### src/scs_pkg.sv
// Shared constants for the secondary core start control block.
// Assumes both ends and the interface refer to every name through scs_pkg::.
package scs_pkg;

   // Register bus widths and device register offsets.
   localparam int          ADDR_W          = 12;
   localparam int          DATA_W          = 32;
   localparam logic [11:0] OFS_CPU_CONTROL = 12'h800;
   localparam logic [11:0] OFS_BOOT_VECTOR = 12'h804;

   // Control register field positions and the write key.
   localparam int          BIT_CLOCK_GATE  = 3;
   localparam int          BIT_RST_RELEASE = 5;
   localparam int          KEY_LSB         = 16;
   localparam logic [15:0] WRITE_KEY       = 16'hc0c4;

   // Reset values of the device fields.
   localparam logic        RST_CLOCK_GATE  = 1'h1;
   localparam logic        RST_RST_RELEASE = 1'h1;
   localparam logic [31:0] RST_BOOT_VECTOR = 32'h0000_0000;

   // Starter software port: offsets and field positions.
   localparam int          SW_ADDR_W       = 4;
   localparam logic [3:0]  SW_OFS_SETUP    = 4'h0;
   localparam logic [3:0]  SW_OFS_COMMAND  = 4'h4;
   localparam logic [3:0]  SW_OFS_BOOT     = 4'h8;
   localparam logic [3:0]  SW_OFS_STATUS   = 4'hc;
   localparam int          SW_BIT_READY    = 0;
   localparam int          SW_BIT_START    = 0;
   localparam int          SW_BIT_HALT     = 1;
   localparam int          SW_BIT_BUSY     = 0;
   localparam int          SW_BIT_RUNNING  = 1;
   localparam int          SW_BIT_REFUSED  = 2;

   // Sequencer states of the starter.
   typedef enum logic [2:0] {
      SCS_IDLE     = 3'b000,
      SCS_WR_BOOT  = 3'b001,
      SCS_WR_CLOCK = 3'b010,
      SCS_WR_RUN   = 3'b011,
      SCS_WR_HALT  = 3'b100
   } scs_state_t;

endpackage

### src/scs_if.sv
// Register bus between the starter (master) and the start control device.
// Assumes both ends share clk_sys; the interface carries no clock.
`timescale 1ns/1ps

interface scs_bus_if;
   logic [scs_pkg::ADDR_W-1:0] bus_addr;
   logic [scs_pkg::DATA_W-1:0] bus_wdata;
   logic                       bus_wr;
   logic                       bus_rd;
   logic [scs_pkg::DATA_W-1:0] bus_rdata;

   // The starter drives requests and reads answers.
   modport starter (
      output bus_addr,
      output bus_wdata,
      output bus_wr,
      output bus_rd,
      input  bus_rdata
   );

   // The device takes requests and returns read data.
   modport device (
      input  bus_addr,
      input  bus_wdata,
      input  bus_wr,
      input  bus_rd,
      output bus_rdata
   );
endinterface

### src/scs_starter.sv
// Starter: the primary core side that brings the secondary core up.
// Software gives orders over a plain port; the starter issues the
// keyed register writes on the device bus.
// Assumes one clock clk_sys and asynchronous active-low reset resetn.
`timescale 1ns/1ps

module scs_starter (
   input  wire logic        clk_sys,
   input  wire logic        resetn,
   scs_bus_if.starter       bus,
   input  wire logic [3:0]  sw_addr,
   input  wire logic [31:0] sw_wdata,
   input  wire logic        sw_wr,
   input  wire logic        sw_rd,
   output logic      [31:0] sw_rdata
);

   scs_pkg::scs_state_t state;
   scs_pkg::scs_state_t next_state;
   logic        image_ready;
   logic [31:0] boot_address;
   logic        running;
   logic        refused;

   // Software port decode.
   wire hit_setup;
   wire hit_command;
   wire hit_boot;
   wire hit_status;
   wire start_req;
   wire halt_req;
   wire idle;
   wire start_ok;
   wire start_bad;
   wire clear_refused;

   assign hit_setup   = (sw_addr == scs_pkg::SW_OFS_SETUP);
   assign hit_command = (sw_addr == scs_pkg::SW_OFS_COMMAND);
   assign hit_boot    = (sw_addr == scs_pkg::SW_OFS_BOOT);
   assign hit_status  = (sw_addr == scs_pkg::SW_OFS_STATUS);
   assign idle        = (state == scs_pkg::SCS_IDLE);
   assign start_req   = sw_wr && hit_command &&
                        sw_wdata[scs_pkg::SW_BIT_START];
   assign halt_req    = sw_wr && hit_command &&
                        sw_wdata[scs_pkg::SW_BIT_HALT];
   // A start is taken only once software marks the image loaded.
   assign start_ok    = idle && start_req && image_ready;
   assign start_bad   = start_req && !(idle && image_ready);
   assign clear_refused = sw_wr && hit_status &&
                          sw_wdata[scs_pkg::SW_BIT_REFUSED];

   // Sequencer: boot vector first, then clock on under reset, then
   // reset release, so the core never runs from a stale vector.
   always_comb begin
      next_state = state;
      case (state)
         scs_pkg::SCS_IDLE: begin
            if (start_ok) begin
               next_state = scs_pkg::SCS_WR_BOOT;
            end else if (halt_req) begin
               next_state = scs_pkg::SCS_WR_HALT;
            end
         end
         scs_pkg::SCS_WR_BOOT:  next_state = scs_pkg::SCS_WR_CLOCK;
         scs_pkg::SCS_WR_CLOCK: next_state = scs_pkg::SCS_WR_RUN;
         scs_pkg::SCS_WR_RUN:   next_state = scs_pkg::SCS_IDLE;
         scs_pkg::SCS_WR_HALT:  next_state = scs_pkg::SCS_IDLE;
         default:               next_state = scs_pkg::SCS_IDLE;
      endcase
   end

   // Keyed control words; reserved bits are always written as zero.
   wire [31:0] word_clock;
   wire [31:0] word_run;
   wire [31:0] word_halt;

   assign word_clock = {scs_pkg::WRITE_KEY, 16'h0000};
   assign word_run   = {scs_pkg::WRITE_KEY, 16'h0020};
   assign word_halt  = {scs_pkg::WRITE_KEY, 16'h0008};

   // Bus master outputs, one write per sequencer step.
   always_ff @(posedge clk_sys or negedge resetn) begin
      if (!resetn) begin
         bus.bus_wr    <= 1'b0;
         bus.bus_rd    <= 1'b0;
         bus.bus_addr  <= 12'h000;
         bus.bus_wdata <= 32'h0000_0000;
      end else begin
         bus.bus_rd <= 1'b0;
         bus.bus_wr <= (next_state != scs_pkg::SCS_IDLE);
         case (next_state)
            scs_pkg::SCS_WR_BOOT: begin
               bus.bus_addr  <= scs_pkg::OFS_BOOT_VECTOR;
               bus.bus_wdata <= boot_address;
            end
            scs_pkg::SCS_WR_CLOCK: begin
               bus.bus_addr  <= scs_pkg::OFS_CPU_CONTROL;
               bus.bus_wdata <= word_clock;
            end
            scs_pkg::SCS_WR_RUN: begin
               bus.bus_addr  <= scs_pkg::OFS_CPU_CONTROL;
               bus.bus_wdata <= word_run;
            end
            scs_pkg::SCS_WR_HALT: begin
               bus.bus_addr  <= scs_pkg::OFS_CPU_CONTROL;
               bus.bus_wdata <= word_halt;
            end
            default: begin
               bus.bus_addr  <= 12'h000;
               bus.bus_wdata <= 32'h0000_0000;
            end
         endcase
      end
   end

   // State, settings and flags; a refusal beats a clear in one cycle.
   always_ff @(posedge clk_sys or negedge resetn) begin
      if (!resetn) begin
         state        <= scs_pkg::SCS_IDLE;
         image_ready  <= 1'b0;
         boot_address <= 32'h0000_0000;
         running      <= 1'b0;
         refused      <= 1'b0;
      end else begin
         state <= next_state;
         if (sw_wr && hit_setup) begin
            image_ready <= sw_wdata[scs_pkg::SW_BIT_READY];
         end
         if (sw_wr && hit_boot) begin
            boot_address <= sw_wdata;
         end
         if (state == scs_pkg::SCS_WR_RUN) begin
            running <= 1'b1;
         end else if (state == scs_pkg::SCS_WR_HALT) begin
            running <= 1'b0;
         end
         refused <= start_bad || (refused && !clear_refused);
      end
   end

   // Software read port, data in the cycle after the strobe only.
   wire [31:0] sw_status;
   wire [31:0] sw_mux;

   assign sw_status = {29'h0, refused, running, !idle};
   assign sw_mux = hit_setup  ? {31'h0, image_ready} :
                   hit_boot   ? boot_address :
                   hit_status ? sw_status : 32'h0000_0000;

   always_ff @(posedge clk_sys or negedge resetn) begin
      if (!resetn) begin
         sw_rdata <= 32'h0000_0000;
      end else begin
         sw_rdata <= sw_rd ? sw_mux : 32'h0000_0000;
      end
   end

endmodule

### src/flat_wrapper.sv
// flat-port wrapper written by rule: the top's interface ports become plain ports
module scs_starter_flat 
  (clk_sys, resetn, sw_addr, sw_wdata, sw_wr, sw_rd, sw_rdata, bus_bus_addr, bus_bus_wdata, bus_bus_wr, bus_bus_rd, bus_bus_rdata);
  scs_bus_if bus_i ();
  input  wire logic clk_sys;
  input  wire logic resetn;
  input  wire logic [3:0] sw_addr;
  input  wire logic [31:0] sw_wdata;
  input  wire logic sw_wr;
  input  wire logic sw_rd;
  output logic      [31:0] sw_rdata;
  output wire logic [$bits(bus_i.bus_addr)-1:0] bus_bus_addr;
  output wire logic [$bits(bus_i.bus_wdata)-1:0] bus_bus_wdata;
  output wire logic [$bits(bus_i.bus_wr)-1:0] bus_bus_wr;
  output wire logic [$bits(bus_i.bus_rd)-1:0] bus_bus_rd;
  input wire logic [$bits(bus_i.bus_rdata)-1:0] bus_bus_rdata;
  assign bus_bus_addr = bus_i.bus_addr;
  assign bus_bus_wdata = bus_i.bus_wdata;
  assign bus_bus_wr = bus_i.bus_wr;
  assign bus_bus_rd = bus_i.bus_rd;
  assign bus_i.bus_rdata = bus_bus_rdata;
  scs_starter u_core (.clk_sys(clk_sys), .resetn(resetn), .bus(bus_i), .sw_addr(sw_addr), .sw_wdata(sw_wdata), .sw_wr(sw_wr), .sw_rd(sw_rd), .sw_rdata(sw_rdata));
endmodule
### config.mk
export PLATFORM = sky130hd
export DESIGN_NAME = scs_starter_flat
export DESIGN_NICKNAME = d
export VERILOG_FILES = /design/src/scs_pkg.sv /design/src/scs_if.sv /design/src/scs_starter.sv /design/src/flat_wrapper.sv
export SDC_FILE = /design/constraint.sdc
export NUM_CORES = 1
export LEC_CHECK = 0
export BUFFER_PORTS_ARGS = -buffer_cell sky130_fd_sc_hd__buf_2
export CORE_MARGIN = 2
export CORE_UTILIZATION = 52
export CTS_BUF_LIST = sky130_fd_sc_hd__clkbuf_16
export CTS_CLUSTER_DIAMETER = 60
export CTS_CLUSTER_SIZE = 14
export DETAILED_ROUTE_END_ITERATION = 8
export PLACE_DENSITY = 0.84
export SLEW_MARGIN = 20
export SYNTH_ARGS = -nofsm -noshare
export SYNTH_HDL_FRONTEND = slang
export SYNTH_SLANG_ARGS = --single-unit
### constraint.sdc
create_clock -name clk_sys -period 4.5 [get_ports clk_sys]
set_input_delay 0.9 -clock clk_sys [delete_from_list [all_inputs] [get_ports clk_sys]]
set_output_delay 0.9 -clock clk_sys [all_outputs]
set_load 0.01 [all_outputs]
==> results.rst, run 1 <==
.. list-table::
   :header-rows: 1

   * - Metric
     - Value
   * - Outcome
     - completed
   * - Routed wire per std cell
     - 14.3 um
   * - Biggest area consumer among synthesized cells
     - sky130_fd_sc_hd__dfrtp_1
   * - Synthesis Warnings
     - 0
   * - Number of enable-type register cells in the synthesized netlist
     - 0
   * - Worst setup EP type
     - flip-flop
   * - Transition at the pin with the smallest max-transition slack
     - 1030 ps
   * - Syn Inst Count
     - 273
   * - Total of flip-flops plus latches after synthesis
     - 105
   * - Clock slew at reported path FFs
     - 60 ps
   * - Fmax
     - 403 MHz
   * - Startpoint of the most critical hold path
     - u_core.boot_address[24]$_DFFE_PN0P_
   * - # diodes
     - 0
   * - Max-cap violations
     - 0
   * - Async S/R FF share, synth
     - 100%
   * - Time the final worst path needs with I/O delays and setup
     - 2480 ps
   * - Hold violation total from the final report
     - 0
   * - CTS tree
     - yes
   * - Most frequent cells after synthesis
     - 105 x sky130_fd_sc_hd__dfrtp_1, 56 x sky130_fd_sc_hd__and2_1, 33 x sky130_fd_sc_hd__mux2_2, 13 x sky130_fd_sc_hd__buf_4, 9 x sky130_fd_sc_hd__a21oi_1
   * - Worst endpoint required time
     - 4720 ps
   * - Count of vias placed by the detailed router
     - 2309
   * - Register area share after synthesis
     - 67.9%
   * - Largest net degree at the start of global routing
     - 78
   * - Global-route wire length before repair
     - 11600 um
   * - Worst relative slew slack
     - 31.0%
   * - Setup slack after layout
     - 2020 ps
   * - Total detailed-routing wirelength
     - 6910 um
   * - Number of CTS-inserted buffers
     - 9
   * - Total DRC errors in the routed layout
     - 0
   * - CTS Sinks
     - 105
   * - Portion of synthesized cell area occupied by the leading cell type
     - 67.9%
   * - DR vias/cell
     - 4.79
   * - Leakage power
     - 2.53 nW
   * - Number of global-route vias before repair
     - 2331
   * - Arrival time at the worst endpoint
     - 2700 ps
   * - Source of the worst register-to-register timing path
     - u_core.state[1]$_DFF_PN0_
   * - Library cells used by synthesis
     - 33
   * - Aggregate global-route resource usage
     - 18.5%
   * - Launching instance or port of the critical path
     - sw_addr[1]
   * - Final core utilization
     - 65.2%
   * - Synth Flop Type
     - sky130_fd_sc_hd__dfrtp_1
   * - Buffers from clock root to sink, at most
     - 2
   * - Post-CTS setup buffers
     - 0
   * - Multi-input combinational cell area
     - 1110 um2
   * - Number of design-rule violations left by the first detailed-router iteration
     - 80
   * - Number of detailed-routing iterations run before antenna repair
     - 4
   * - Startpoint Class
     - input port
   * - Post-synth design cell area
     - 3870 um2
   * - Setup slack at placement
     - 1620 ps
   * - Gates resized, CTS repair
     - 0
   * - Most frequent cell after synthesis
     - sky130_fd_sc_hd__dfrtp_1
   * - Post-route fraction of the period consumed by the critical path
     - 55.2%
   * - Grt total ovfl
     - 0
   * - Power per unit of standard cell area
     - 466 nW/um2
   * - IR Drop Worst-Case VDD
     - 0.000276 V
   * - Mean instance size in the synthesized netlist
     - 14.2 um2
   * - GRT Max-Usage Layer
     - met2
   * - Die Wd
     - 90.3 um
   * - Final RePlAce weighted congestion
     - 0.747
   * - Setup repair after global routing missed its margin
     - no
   * - Number of fill cells
     - 582
   * - Biggest area contributors in the synthesized netlist
     - sky130_fd_sc_hd__dfrtp_1 68%, sky130_fd_sc_hd__mux2_2 9.6%, sky130_fd_sc_hd__and2_1 9.0%
   * - Met3 capacity usage during global routing
     - 4.17%
   * - Total half-perimeter wirelength after legalization and detailed placement
     - 4680 um
   * - Met1 usage
     - 24.3%
   * - Floorplan die height
     - 90.3 um
   * - Final net count
     - 450
   * - Crit Path Class
     - in -> reg
   * - Signed area change from the synthesized netlist to the final layout
     - 21.4%
   * - Type of the tightest min-delay check
     - reg -> reg
   * - Die ar.
     - 8150 um2
   * - Antenna violations before repair
     - 0
   * - Master cell of the clock root buffer
     - sky130_fd_sc_hd__clkbuf_16
   * - Number of routed nets with antenna violations
     - 0
   * - Total count of max-transition violations in the final report
     - 0
   * - Layout cells sized above 1
     - 41.5%
   * - Critical-path maximum fanout
     - 19
   * - Initial Utilization
     - 53.7%
   * - Port Buf Inserts
     - 106
   * - Io pins
     - 150
   * - # H-tree levels
     - 3
   * - Insertion delay of the later-clocked pin in the worst-skew pair
     - 340 ps
   * - Setup_tns
     - 0 ps
   * - Area of the core
     - 7210 um2
   * - Routing usage on met2
     - 29.7%
   * - Largest clock skew in the final design
     - 9.10 ps
   * - # setup viols final
     - 0
   * - Cts-stage hold buffer count
     - 0
   * - Combined flip-flop and latch cell area
     - 2630 um2
   * - Std-Cell Rows
     - 31
-- kinds of logic (layout without fill, tap and decap cells) --
kind of cell / after synthesis / count (layout) / share of synthesized area [%]
AND/OR/NAND/NOR: 83 / 83 / 13.6
XOR/XNOR: 1 / 1 / 0.226
multiplexers: 35 / 35 / 10.1
flip-flops: 105 / 105 / 67.9
buffers and inverters: 26 / 126 / 4.52
other: 1 / 11 / 0.0968
AO/OA/AOI/OAI: 22 / 22 / 3.55
-- state kept, by name (all words and copies together), names as in the netlist --
register              count
u_core.boot_address      32
u_core.bus.bus_addr       2
u_core.bus.bus_wdata     32
u_core.bus.bus_wr         1
u_core.image_ready        1
u_core.refused            1
u_core.running            1
u_core.state              3
u_core.sw_rdata          32
-- power by group --
group / switching, mW / internal, mW / total [mW]
sequential: 0.0775 / 1.07 / 1.14
clock: 0.343 / 0.381 / 0.724
combinational: 0.168 / 0.152 / 0.321
total: 0.589 / 1.60 / 2.19
-- per-layer routing --
| metal | up-vias | routed length [um] |
|---|---|---|
| li1 | 1097 | - |
| met1 | 1121 | 3070 |
| met2 | 83 | 3370 |
| met3 | 8 | 384 |
| met4 | 0 | 85 |
| met5 | - | 0 |
-- placed cells by master, fill, tap and decap left out, types with 2 or more instances in the layout --
cell type                     n
sky130_fd_sc_hd__nand2_1      2
sky130_fd_sc_hd__o21ai_0      3
sky130_fd_sc_hd__inv_1        3
sky130_fd_sc_hd__nor2_1       6
sky130_fd_sc_hd__a21boi_0     2
sky130_fd_sc_hd__o21bai_1     2
sky130_fd_sc_hd__buf_4        3
sky130_fd_sc_hd__nand3_1      8
sky130_fd_sc_hd__mux2_2      33
sky130_fd_sc_hd__dfrtp_1    105
sky130_fd_sc_hd__nor3_1       2
sky130_fd_sc_hd__conb_1      11
sky130_fd_sc_hd__clkinv_4     3
sky130_fd_sc_hd__mux2i_1      2
sky130_fd_sc_hd__a21oi_1      9
sky130_fd_sc_hd__and2_1      56
sky130_fd_sc_hd__buf_2      105
sky130_fd_sc_hd__nand2b_1     2
sky130_fd_sc_hd__clkbuf_16    9
-- cell type report --
type	count	share of cell area, %
clock buffers	9	4.79
clock inverters	7	1.17
inverters	2	0.160
multi-input cells	152	23.7
flip-flops and latches	105	55.9
well taps	99	2.64
repair buffers	108	11.7
-- worst max-delay path, stage by stage --
cell and delay, ps:
sky130_fd_sc_hd__buf_2 130, sky130_fd_sc_hd__nor2_1 180, sky130_fd_sc_hd__nand4b_1 670, sky130_fd_sc_hd__buf_4 500, sky130_fd_sc_hd__mux2_2 310
-- stage by stage --
stage / hold slack, ps / area [um2] / power [mW] / instances
after CTS: 491 / 4700 / 2.22 / 482
after global routing: 512 / 4700 / 2.31 / 482
after global placement: 469 / 4420 / 1.47 / 466
after floorplan: 462 / 3910 / 1.36 / 283
after detailed placement: 477 / 4420 / 1.49 / 466
final: 492 / 4700 / 2.19 / 482
-- final timing paths --
| check | to | slack, ps | cells past startpoint |
|---|---|---|---|
| hold reg to reg | u_core.sw_rdata[24]$_DFF_PN0_ | 490 | 1 |
| setup reg to reg | u_core.bus.bus_wdata[9]$_DFF_PN0_ | 2500 | 3 |
| min in group asynchronous | u_core.sw_rdata[13]$_DFF_PN0_ | 700 | 1 |
| hold / removal | u_core.sw_rdata[24]$_DFF_PN0_ | 490 | 1 |
| max in group asynchronous | u_core.boot_address[21]$_DFFE_PN0P_ | 2890 | 2 |
| setup / recovery | u_core.boot_address[21]$_DFFE_PN0P_ | 2020 | 5 |
Note: power is estimated with default switching activity, not from simulation.
==> run 2, diff against run 1 <==
--- a/config.mk
+++ b/config.mk
@@ -7,12 +7,12 @@
 export LEC_CHECK = 0
 export BUFFER_PORTS_ARGS = -buffer_cell sky130_fd_sc_hd__buf_2
 export CORE_MARGIN = 2
-export CORE_UTILIZATION = 52
+export CORE_UTILIZATION = 44
 export CTS_BUF_LIST = sky130_fd_sc_hd__clkbuf_16
 export CTS_CLUSTER_DIAMETER = 60
 export CTS_CLUSTER_SIZE = 14
 export DETAILED_ROUTE_END_ITERATION = 8
-export PLACE_DENSITY = 0.84
+export PLACE_DENSITY = 0.76
 export SLEW_MARGIN = 20
 export SYNTH_ARGS = -nofsm -noshare
 export SYNTH_HDL_FRONTEND = slang
==> constraint.sdc (replaced) <==
create_clock -name clk_sys -period 2.1 [get_ports clk_sys]
set_input_delay 0.42 -clock clk_sys [delete_from_list [all_inputs] [get_ports clk_sys]]
set_output_delay 0.42 -clock clk_sys [all_outputs]
set_load 0.01 [all_outputs]
==> results.rst, run 2 (same netlist as run 1, synthesis figures left out) <==
.. list-table::
   :header-rows: 1

   * - Metric
     - Value
   * - Hold violation total from the final report
     - 0 (unchanged)
   * - Worst setup EP type
     - flip-flop
   * - List of cells traversed by the critical path
     - nor3_4, and4_1, buf_4, and2_1
   * - Design Power
     - 4.65 mW (+110%)
   * - Total count of max-transition violations in the final report
     - 0 (unchanged)
   * - Worst relative slew slack
     - 55.6% (+25 points)
   * - Cts-stage hold buffer count
     - 0 (unchanged)
   * - CP max stage delay
     - 490 ps (-180 ps)
   * - Largest clock skew in the final design
     - 4.88 ps (-4.21 ps)
   * - Port Buf Inserts
     - 106 (unchanged)
   * - CTS tree
     - yes
   * - Share of power burned in registers
     - 52.7% (+0.4 points)
   * - Layout cells sized above 1
     - 42.2% (+0.65 points)
   * - Aggregate global-route resource usage
     - 15.2% (-3.3 points)
   * - Total detailed-routing wirelength
     - 6930 um (+0.27%)
   * - Total DRC errors in the routed layout
     - 0 (unchanged)
   * - Gates resized, CTS repair
     - 0 (unchanged)
   * - Crit Path Class
     - reg -> reg
   * - Cells on worst reg2reg path
     - 4 (+1)
   * - # H-tree levels
     - 3 (unchanged)
   * - Final net count
     - 456 (+1.3%)
   * - Std-Cell Rows
     - 34 (+9.7%)
   * - Master cell of the clock root buffer
     - sky130_fd_sc_hd__clkbuf_16
   * - Arrival time at the worst endpoint
     - 1890 ps (-810 ps)
   * - Placed cell count
     - 481 (+3.2%)
   * - Buffers from clock root to sink, at most
     - 2 (unchanged)
   * - Routed wire per std cell
     - 13.9 um (-2.8%)
   * - Final standard cell area without fillers
     - 4770 um2 (+1.6%)
   * - Critical-path maximum fanout
     - 26 (+7)
   * - Setup_tns
     - 0 ps (unchanged)
   * - Die Wd
     - 97.8 um (+8.3%)
   * - Power per unit of standard cell area
     - 975 nW/um2 (+110%)
   * - Slowest library cell on the worst path
     - sky130_fd_sc_hd__dfrtp_1
   * - Post-CTS setup buffers
     - 0 (unchanged)
   * - Worst endpoint required time
     - 2370 ps (-2350 ps)
   * - Io pins
     - 150 (unchanged)
   * - Top Family by Delay on Critical Path
     - simple AND/OR/NAND/NOR gates
   * - Largest net degree at the start of global routing
     - 42 (-46%)
   * - Max-cap violations
     - 0 (unchanged)
   * - Startpoint Class
     - flip-flop
   * - Cell depth of the worst setup path
     - 4 (-1)
   * - Portion of total power attributed to combinational logic
     - 14.7% (about the same)
   * - Commonest cells after routing, fill and taps aside
     - 105 x sky130_fd_sc_hd__buf_2, 105 x sky130_fd_sc_hd__dfrtp_1, 56 x sky130_fd_sc_hd__and2_1
   * - Floorplan die height
     - 97.8 um (+8.3%)
   * - Insertion delay of the later-clocked pin in the worst-skew pair
     - 330 ps (about the same)
   * - Number of global-route vias before repair
     - 2246 (-3.6%)
   * - Non-filler cells, final
     - 497 (+3.1%)
   * - Post-route fraction of the period consumed by the critical path
     - 77.3%
   * - Internal Power
     - 3.43 mW (+110%)
   * - Slack of the worst reg-to-reg path
     - 480 ps (-2020 ps)
   * - Number of detailed-routing iterations run before antenna repair
     - 4 (unchanged)
   * - Outcome
     - completed
   * - Sw Share
     - 26.4% (-0.50 points)
   * - Dpl cell area
     - 4500 um2 (+1.8%)
   * - Total half-perimeter wirelength after legalization and detailed placement
     - 4910 um (+4.9%)
   * - Transition at the pin with the smallest max-transition slack
     - 661 ps (-373 ps)
   * - IR Drop Worst-Case VDD
     - 0.000551 V (+99%)
   * - Count of vias placed by the detailed router
     - 2324 (+0.65%)
   * - Initial Utilization
     - 44.8% (-8.8 points)
   * - Grt total ovfl
     - 0 (unchanged)
   * - DR vias/cell
     - 4.68 (-2.4%)
   * - Type of the tightest min-delay check
     - in -> async
   * - Fmax
     - 616 MHz
   * - Net Sw Power
     - 1.23 mW (+110%)
   * - Die ar.
     - 9570 um2 (+17%)
   * - Number of routed nets with antenna violations
     - 0 (unchanged)
   * - Registers with the highest flip-flop counts
     - u_core.boot_address (32), u_core.bus.bus_wdata (32), u_core.sw_rdata (32)
   * - # setup viols final
     - 0 (unchanged)
   * - Global-route wire length before repair
     - 11200 um (-3.2%)
   * - Area of the core
     - 8640 um2 (+20%)
   * - Final RePlAce weighted congestion
     - 0.736 (-1.4%)
   * - Final core utilization
     - 55.3% (-9.9 points)
   * - Number of CTS-inserted buffers
     - 9 (unchanged)
   * - Share of power burned in the clock network
     - 32.6% (-0.5 points)
   * - Leakage power
     - 2.55 nW (+1.0%)
   * - Setup repair after global routing missed its margin
     - no
   * - Antenna violations before repair
     - 0 (unchanged)
   * - # diodes
     - 0 (unchanged)
   * - Signed area change from the synthesized netlist to the final layout
     - 23.3%
   * - Time the final worst path needs with I/O delays and setup
     - 1620 ps
   * - Clock slew at reported path FFs
     - 70 ps (about the same)
   * - Crit path buffers/inverters
     - 1 (-1)
   * - CTS Sinks
     - 105 (unchanged)
   * - Number of design-rule violations left by the first detailed-router iteration
     - 72 (-10%)
run 2: changes by cell type in the layout (fill, tap and decap cells not counted):
cell                         change
sky130_fd_sc_hd__buf_12          +2
sky130_fd_sc_hd__buf_4           +4
sky130_fd_sc_hd__clkinv_2        -1
sky130_fd_sc_hd__clkinv_4        -3
sky130_fd_sc_hd__clkinvlp_4      +3
sky130_fd_sc_hd__inv_1           +1
sky130_fd_sc_hd__inv_6           +1
sky130_fd_sc_hd__inv_8           -1
run 2: power by group through the flow:
stage / sequential (mW) / clock (mW) / combinational (mW)
after floorplan: 2.46 / 0 / 0.461
after global placement: 2.48 / 0 / 0.672
after detailed placement: 2.49 / 0 / 0.699
after CTS: 2.46 / 1.56 / 0.699
after global routing: 2.49 / 1.65 / 0.770
final: 2.45 / 1.52 / 0.685
run 2: final cells by class:
class	count	area [um2]
Clock buffer	9	225
Clock inverter	7	47.5
Fill cell	749	3860
Inverter	2	7.51
Multi-Input combinational cell	152	1110
Sequential cell	105	2630
Tap cell	108	135
Timing Repair Buffer	114	618
run 2: path summary, 6_finish.rpt:
| kind | from | to |
|---|---|---|
| hold reg to reg | u_core.boot_address[16]$_DFFE_PN0P_ | u_core.bus.bus_wdata[16]$_DFF_PN0_ |
| setup / recovery | u_core.state[0]$_DFF_PN0_ | u_core.bus.bus_wdata[2]$_DFF_PN0_ |
| min in group clk_sys | sw_wdata[4] | u_core.boot_address[4]$_DFFE_PN0P_ |
| hold / removal | resetn | u_core.bus.bus_wdata[12]$_DFF_PN0_ |
| max in group asynchronous | resetn | u_core.boot_address[8]$_DFFE_PN0P_ |
| setup reg to reg | u_core.state[0]$_DFF_PN0_ | u_core.bus.bus_wdata[2]$_DFF_PN0_ |
run 2: layer usage:
| metal | global-route usage [%] | up-vias | share of wire, % |
|---|---|---|---|
| met5 | 0 | - | 0 |
| met4 | 5.77 | 0 | 1.0 |
| met3 | 4.22 | 8 | 6.7 |
| met2 | 24.6 | 83 | 48 |
| met1 | 19.7 | 1123 | 44 |
| li1 | - | 1110 | - |
run 2: worst reg2reg max path: cells and delay by family, from the launching register on:
family,cells,cell delay (ps)
and+or+nand+nor,3,820
DFF,1,490
buffers and inverters,1,260
run 2: metrics by stage:
stage / worst slack [ps] / hold WS (ps)
finish: 476 / 61.3
global route: 365 / 91.0
CTS: 468 / 71.6
detailed placement: 357 / 438
global placement: 372 / 418
floorplan: 671 / 124
==> run 3, diff against run 2 <==
--- a/config.mk
+++ b/config.mk
@@ -7,12 +7,12 @@
 export LEC_CHECK = 0
 export BUFFER_PORTS_ARGS = -buffer_cell sky130_fd_sc_hd__buf_2
 export CORE_MARGIN = 2
-export CORE_UTILIZATION = 44
+export CORE_UTILIZATION = 48
 export CTS_BUF_LIST = sky130_fd_sc_hd__clkbuf_16
 export CTS_CLUSTER_DIAMETER = 60
 export CTS_CLUSTER_SIZE = 14
 export DETAILED_ROUTE_END_ITERATION = 8
-export PLACE_DENSITY = 0.76
+export PLACE_DENSITY = 0.79
 export SLEW_MARGIN = 20
 export SYNTH_ARGS = -nofsm -noshare
 export SYNTH_HDL_FRONTEND = slang
==> constraint.sdc (replaced) <==
create_clock -name clk_sys -period 1.5 [get_ports clk_sys]
set_input_delay 0.3 -clock clk_sys [delete_from_list [all_inputs] [get_ports clk_sys]]
set_output_delay 0.3 -clock clk_sys [all_outputs]
set_load 0.01 [all_outputs]
==> results.rst, run 3 (same netlist as run 1, synthesis figures left out) <==
.. list-table::
   :header-rows: 1

   * - Metric
     - Value
   * - Outcome
     - completed
   * - Commonest cells after routing, fill and taps aside
     - 105 x sky130_fd_sc_hd__buf_2, 105 x sky130_fd_sc_hd__dfrtp_1, 56 x sky130_fd_sc_hd__and2_1
   * - DR vias/cell
     - 4.73 (+1.2%)
   * - Gates resized, CTS repair
     - 0 (unchanged)
   * - Number of fill cells
     - 616 (-18%)
   * - Arrival time at the worst endpoint
     - 1570 ps (-320 ps)
   * - Max-cap violations
     - 0 (unchanged)
   * - Placed cell count
     - 484 (+0.62%)
   * - Time the final worst path needs with I/O delays and setup
     - 1300 ps (-328 ps)
   * - Number of design-rule violations left by the first detailed-router iteration
     - 67 (-6.9%)
   * - Global-route wire length before repair
     - 11400 um (+1.8%)
   * - Floorplan die height
     - 93.8 um (-4.1%)
   * - Design Power
     - 6.87 mW (+48%)
   * - # setup viols final
     - 0 (unchanged)
   * - Io pins
     - 150 (unchanged)
   * - # H-tree levels
     - 3 (unchanged)
   * - Leakage power
     - 2.63 nW (+2.8%)
   * - Initial Utilization
     - 49.9% (+5.0 points)
   * - Total DRC errors in the routed layout
     - 0 (unchanged)
   * - Routed wire per std cell
     - 14.1 um (+1.0%)
   * - Largest net degree at the start of global routing
     - 41 (-2.4%)
   * - Reg2Reg Capture Point
     - u_core.bus.bus_wdata[17]$_DFF_PN0_
   * - Total count of max-transition violations in the final report
     - 0 (unchanged)
   * - Worst setup EP type
     - flip-flop
   * - Launching instance or port of the critical path
     - u_core.state[1]$_DFF_PN0_
   * - Power per unit of standard cell area
     - 1410 nW/um2 (+44%)
   * - Buffers from clock root to sink, at most
     - 2 (unchanged)
   * - IR Drop Worst-Case VDD
     - 0.000764 V (+39%)
   * - Aggregate global-route resource usage
     - 17.2% (+2.1 points)
   * - Number of CTS-inserted buffers
     - 9 (unchanged)
   * - Startpoint Class
     - flip-flop
   * - Port Buf Inserts
     - 106 (unchanged)
   * - Layout cells sized above 1
     - 43.6% (+1.4 points)
   * - # diodes
     - 0 (unchanged)
   * - Number of routed nets with antenna violations
     - 0 (unchanged)
   * - Setup repair after global routing missed its margin
     - no
   * - Crit Path Class
     - reg -> reg
   * - Die ar.
     - 8800 um2 (-8.0%)
   * - Antenna violations before repair
     - 0 (unchanged)
   * - Setup_tns
     - 0 ps (unchanged)
   * - Timing endpoint of the critical path
     - u_core.bus.bus_wdata[17]$_DFF_PN0_
   * - Multi-input combinational cell area
     - 1110 um2 (unchanged)
   * - Source of the worst register-to-register timing path
     - u_core.state[1]$_DFF_PN0_
   * - Number of detailed-routing iterations run before antenna repair
     - 4 (unchanged)
   * - Count of vias placed by the detailed router
     - 2370 (+2.0%)
   * - Fmax
     - 772 MHz (+25%)
   * - Post-route fraction of the period consumed by the critical path
     - 86.3% (+9.0 points)
   * - Slack of the worst reg-to-reg path
     - 200 ps (-270 ps)
   * - Final core utilization
     - 62.9% (+7.6 points)
   * - Critical-path maximum fanout
     - 26 (unchanged)
   * - Hold violation total from the final report
     - 0 (unchanged)
   * - Total half-perimeter wirelength after legalization and detailed placement
     - 5090 um (+3.8%)
   * - Type of the tightest min-delay check
     - in -> reg
   * - Grt total ovfl
     - 0 (unchanged)
   * - Worst endpoint required time
     - 1770 ps (-600 ps)
   * - Master cell of the clock root buffer
     - sky130_fd_sc_hd__clkbuf_16
   * - Total detailed-routing wirelength
     - 7060 um (+1.8%)
   * - Die Wd
     - 93.8 um (-4.1%)
   * - Non-filler cells, final
     - 501 (+0.80%)
   * - Final RePlAce weighted congestion
     - 0.776 (+5.5%)
   * - CTS Sinks
     - 105 (unchanged)
   * - CTS tree
     - yes
   * - Signed area change from the synthesized netlist to the final layout
     - 26.2%
   * - Area of the core
     - 7770 um2 (-10%)
   * - Largest clock skew in the final design
     - 6.01 ps (+1.13 ps)
   * - Clock slew at reported path FFs
     - 70 ps (about the same)
   * - Number of global-route vias before repair
     - 2370 (+5.5%)
   * - Cells on worst reg2reg path
     - 4 (unchanged)
   * - Final net count
     - 466 (+2.2%)
   * - Std-Cell Rows
     - 32 (-5.9%)
   * - Registers with the highest flip-flop counts
     - u_core.boot_address (32), u_core.bus.bus_wdata (32), u_core.sw_rdata (32)
   * - Combined flip-flop and latch cell area
     - 2630 um2 (unchanged)
   * - Insertion delay of the later-clocked pin in the worst-skew pair
     - 340 ps (about the same)
run 3: worst min-delay path by stage:
| stage | cells after the start | from | slack (ps) | to |
|---|---|---|---|---|
| after floorplan | 0 | resetn | 4 | u_core.boot_address[0]$_DFFE_PN0P_ |
| after global placement | 1 | resetn | 280 | u_core.bus.bus_wdata[19]$_DFF_PN0_ |
| after detailed placement | 1 | resetn | 280 | u_core.sw_rdata[13]$_DFF_PN0_ |
| after CTS | 2 | sw_wdata[16] | 180 | u_core.boot_address[16]$_DFFE_PN0P_ |
| after global routing | 2 | sw_wdata[10] | 180 | u_core.boot_address[10]$_DFFE_PN0P_ |
| final | 2 | sw_wdata[16] | 190 | u_core.boot_address[16]$_DFFE_PN0P_ |
run 3: metal layers:
layer / wire length, um / vias to the layer above / track usage (%)
met3: 461 / 7 / 5.78
met2: 3430 / 76 / 27.3
met1: 3070 / 1166 / 22.4
met5: 0 / - / 0
met4: 92 / 0 / 5.80
li1: - / 1121 / -
run 3: timing repair:
item,in CTS,in global routing
endpoints found under the hold margin,32,0
hold buffers,1,0
buffers inserted,0,0
run 3: layout make-up:
| cell class | count | area share [%] |
|---|---|---|
| sequential | 105 | 53.7 |
| multi-input combinational | 152 | 22.8 |
| timing repair buffer | 124 | 14.5 |
| clock buffer | 9 | 4.61 |
| tap | 102 | 2.61 |
| clock inverter | 7 | 1.61 |
| inverter | 2 | 0.154 |
run 3: through the flow:
step	hold WS [ps]	setup slack (ps)	instance area [um2]
after floorplan	4.41	93.4	3910
after global placement	276	-64.5	4570
after detailed placement	283	-72.9	4570
after CTS	179	189	4890
after global routing	177	119	4890
final	190	205	4890
run 3: power breakdown:
| part | switching, mW | internal, mW | leakage [nW] |
|---|---|---|---|
| clock | 1.02 | 1.31 | 0.149 |
| sequential | 0.192 | 3.20 | 1.38 |
| combinational | 0.559 | 0.582 | 1.09 |
| total | 1.78 | 5.09 | 2.63 |
run 3: worst max-delay path, stage by stage (launching register included):
cell and delay [ps]:
sky130_fd_sc_hd__dfrtp_1 410, sky130_fd_sc_hd__nor3_4 240, sky130_fd_sc_hd__and4_1 270, sky130_fd_sc_hd__buf_12 170
sky130_fd_sc_hd__and2_1 150
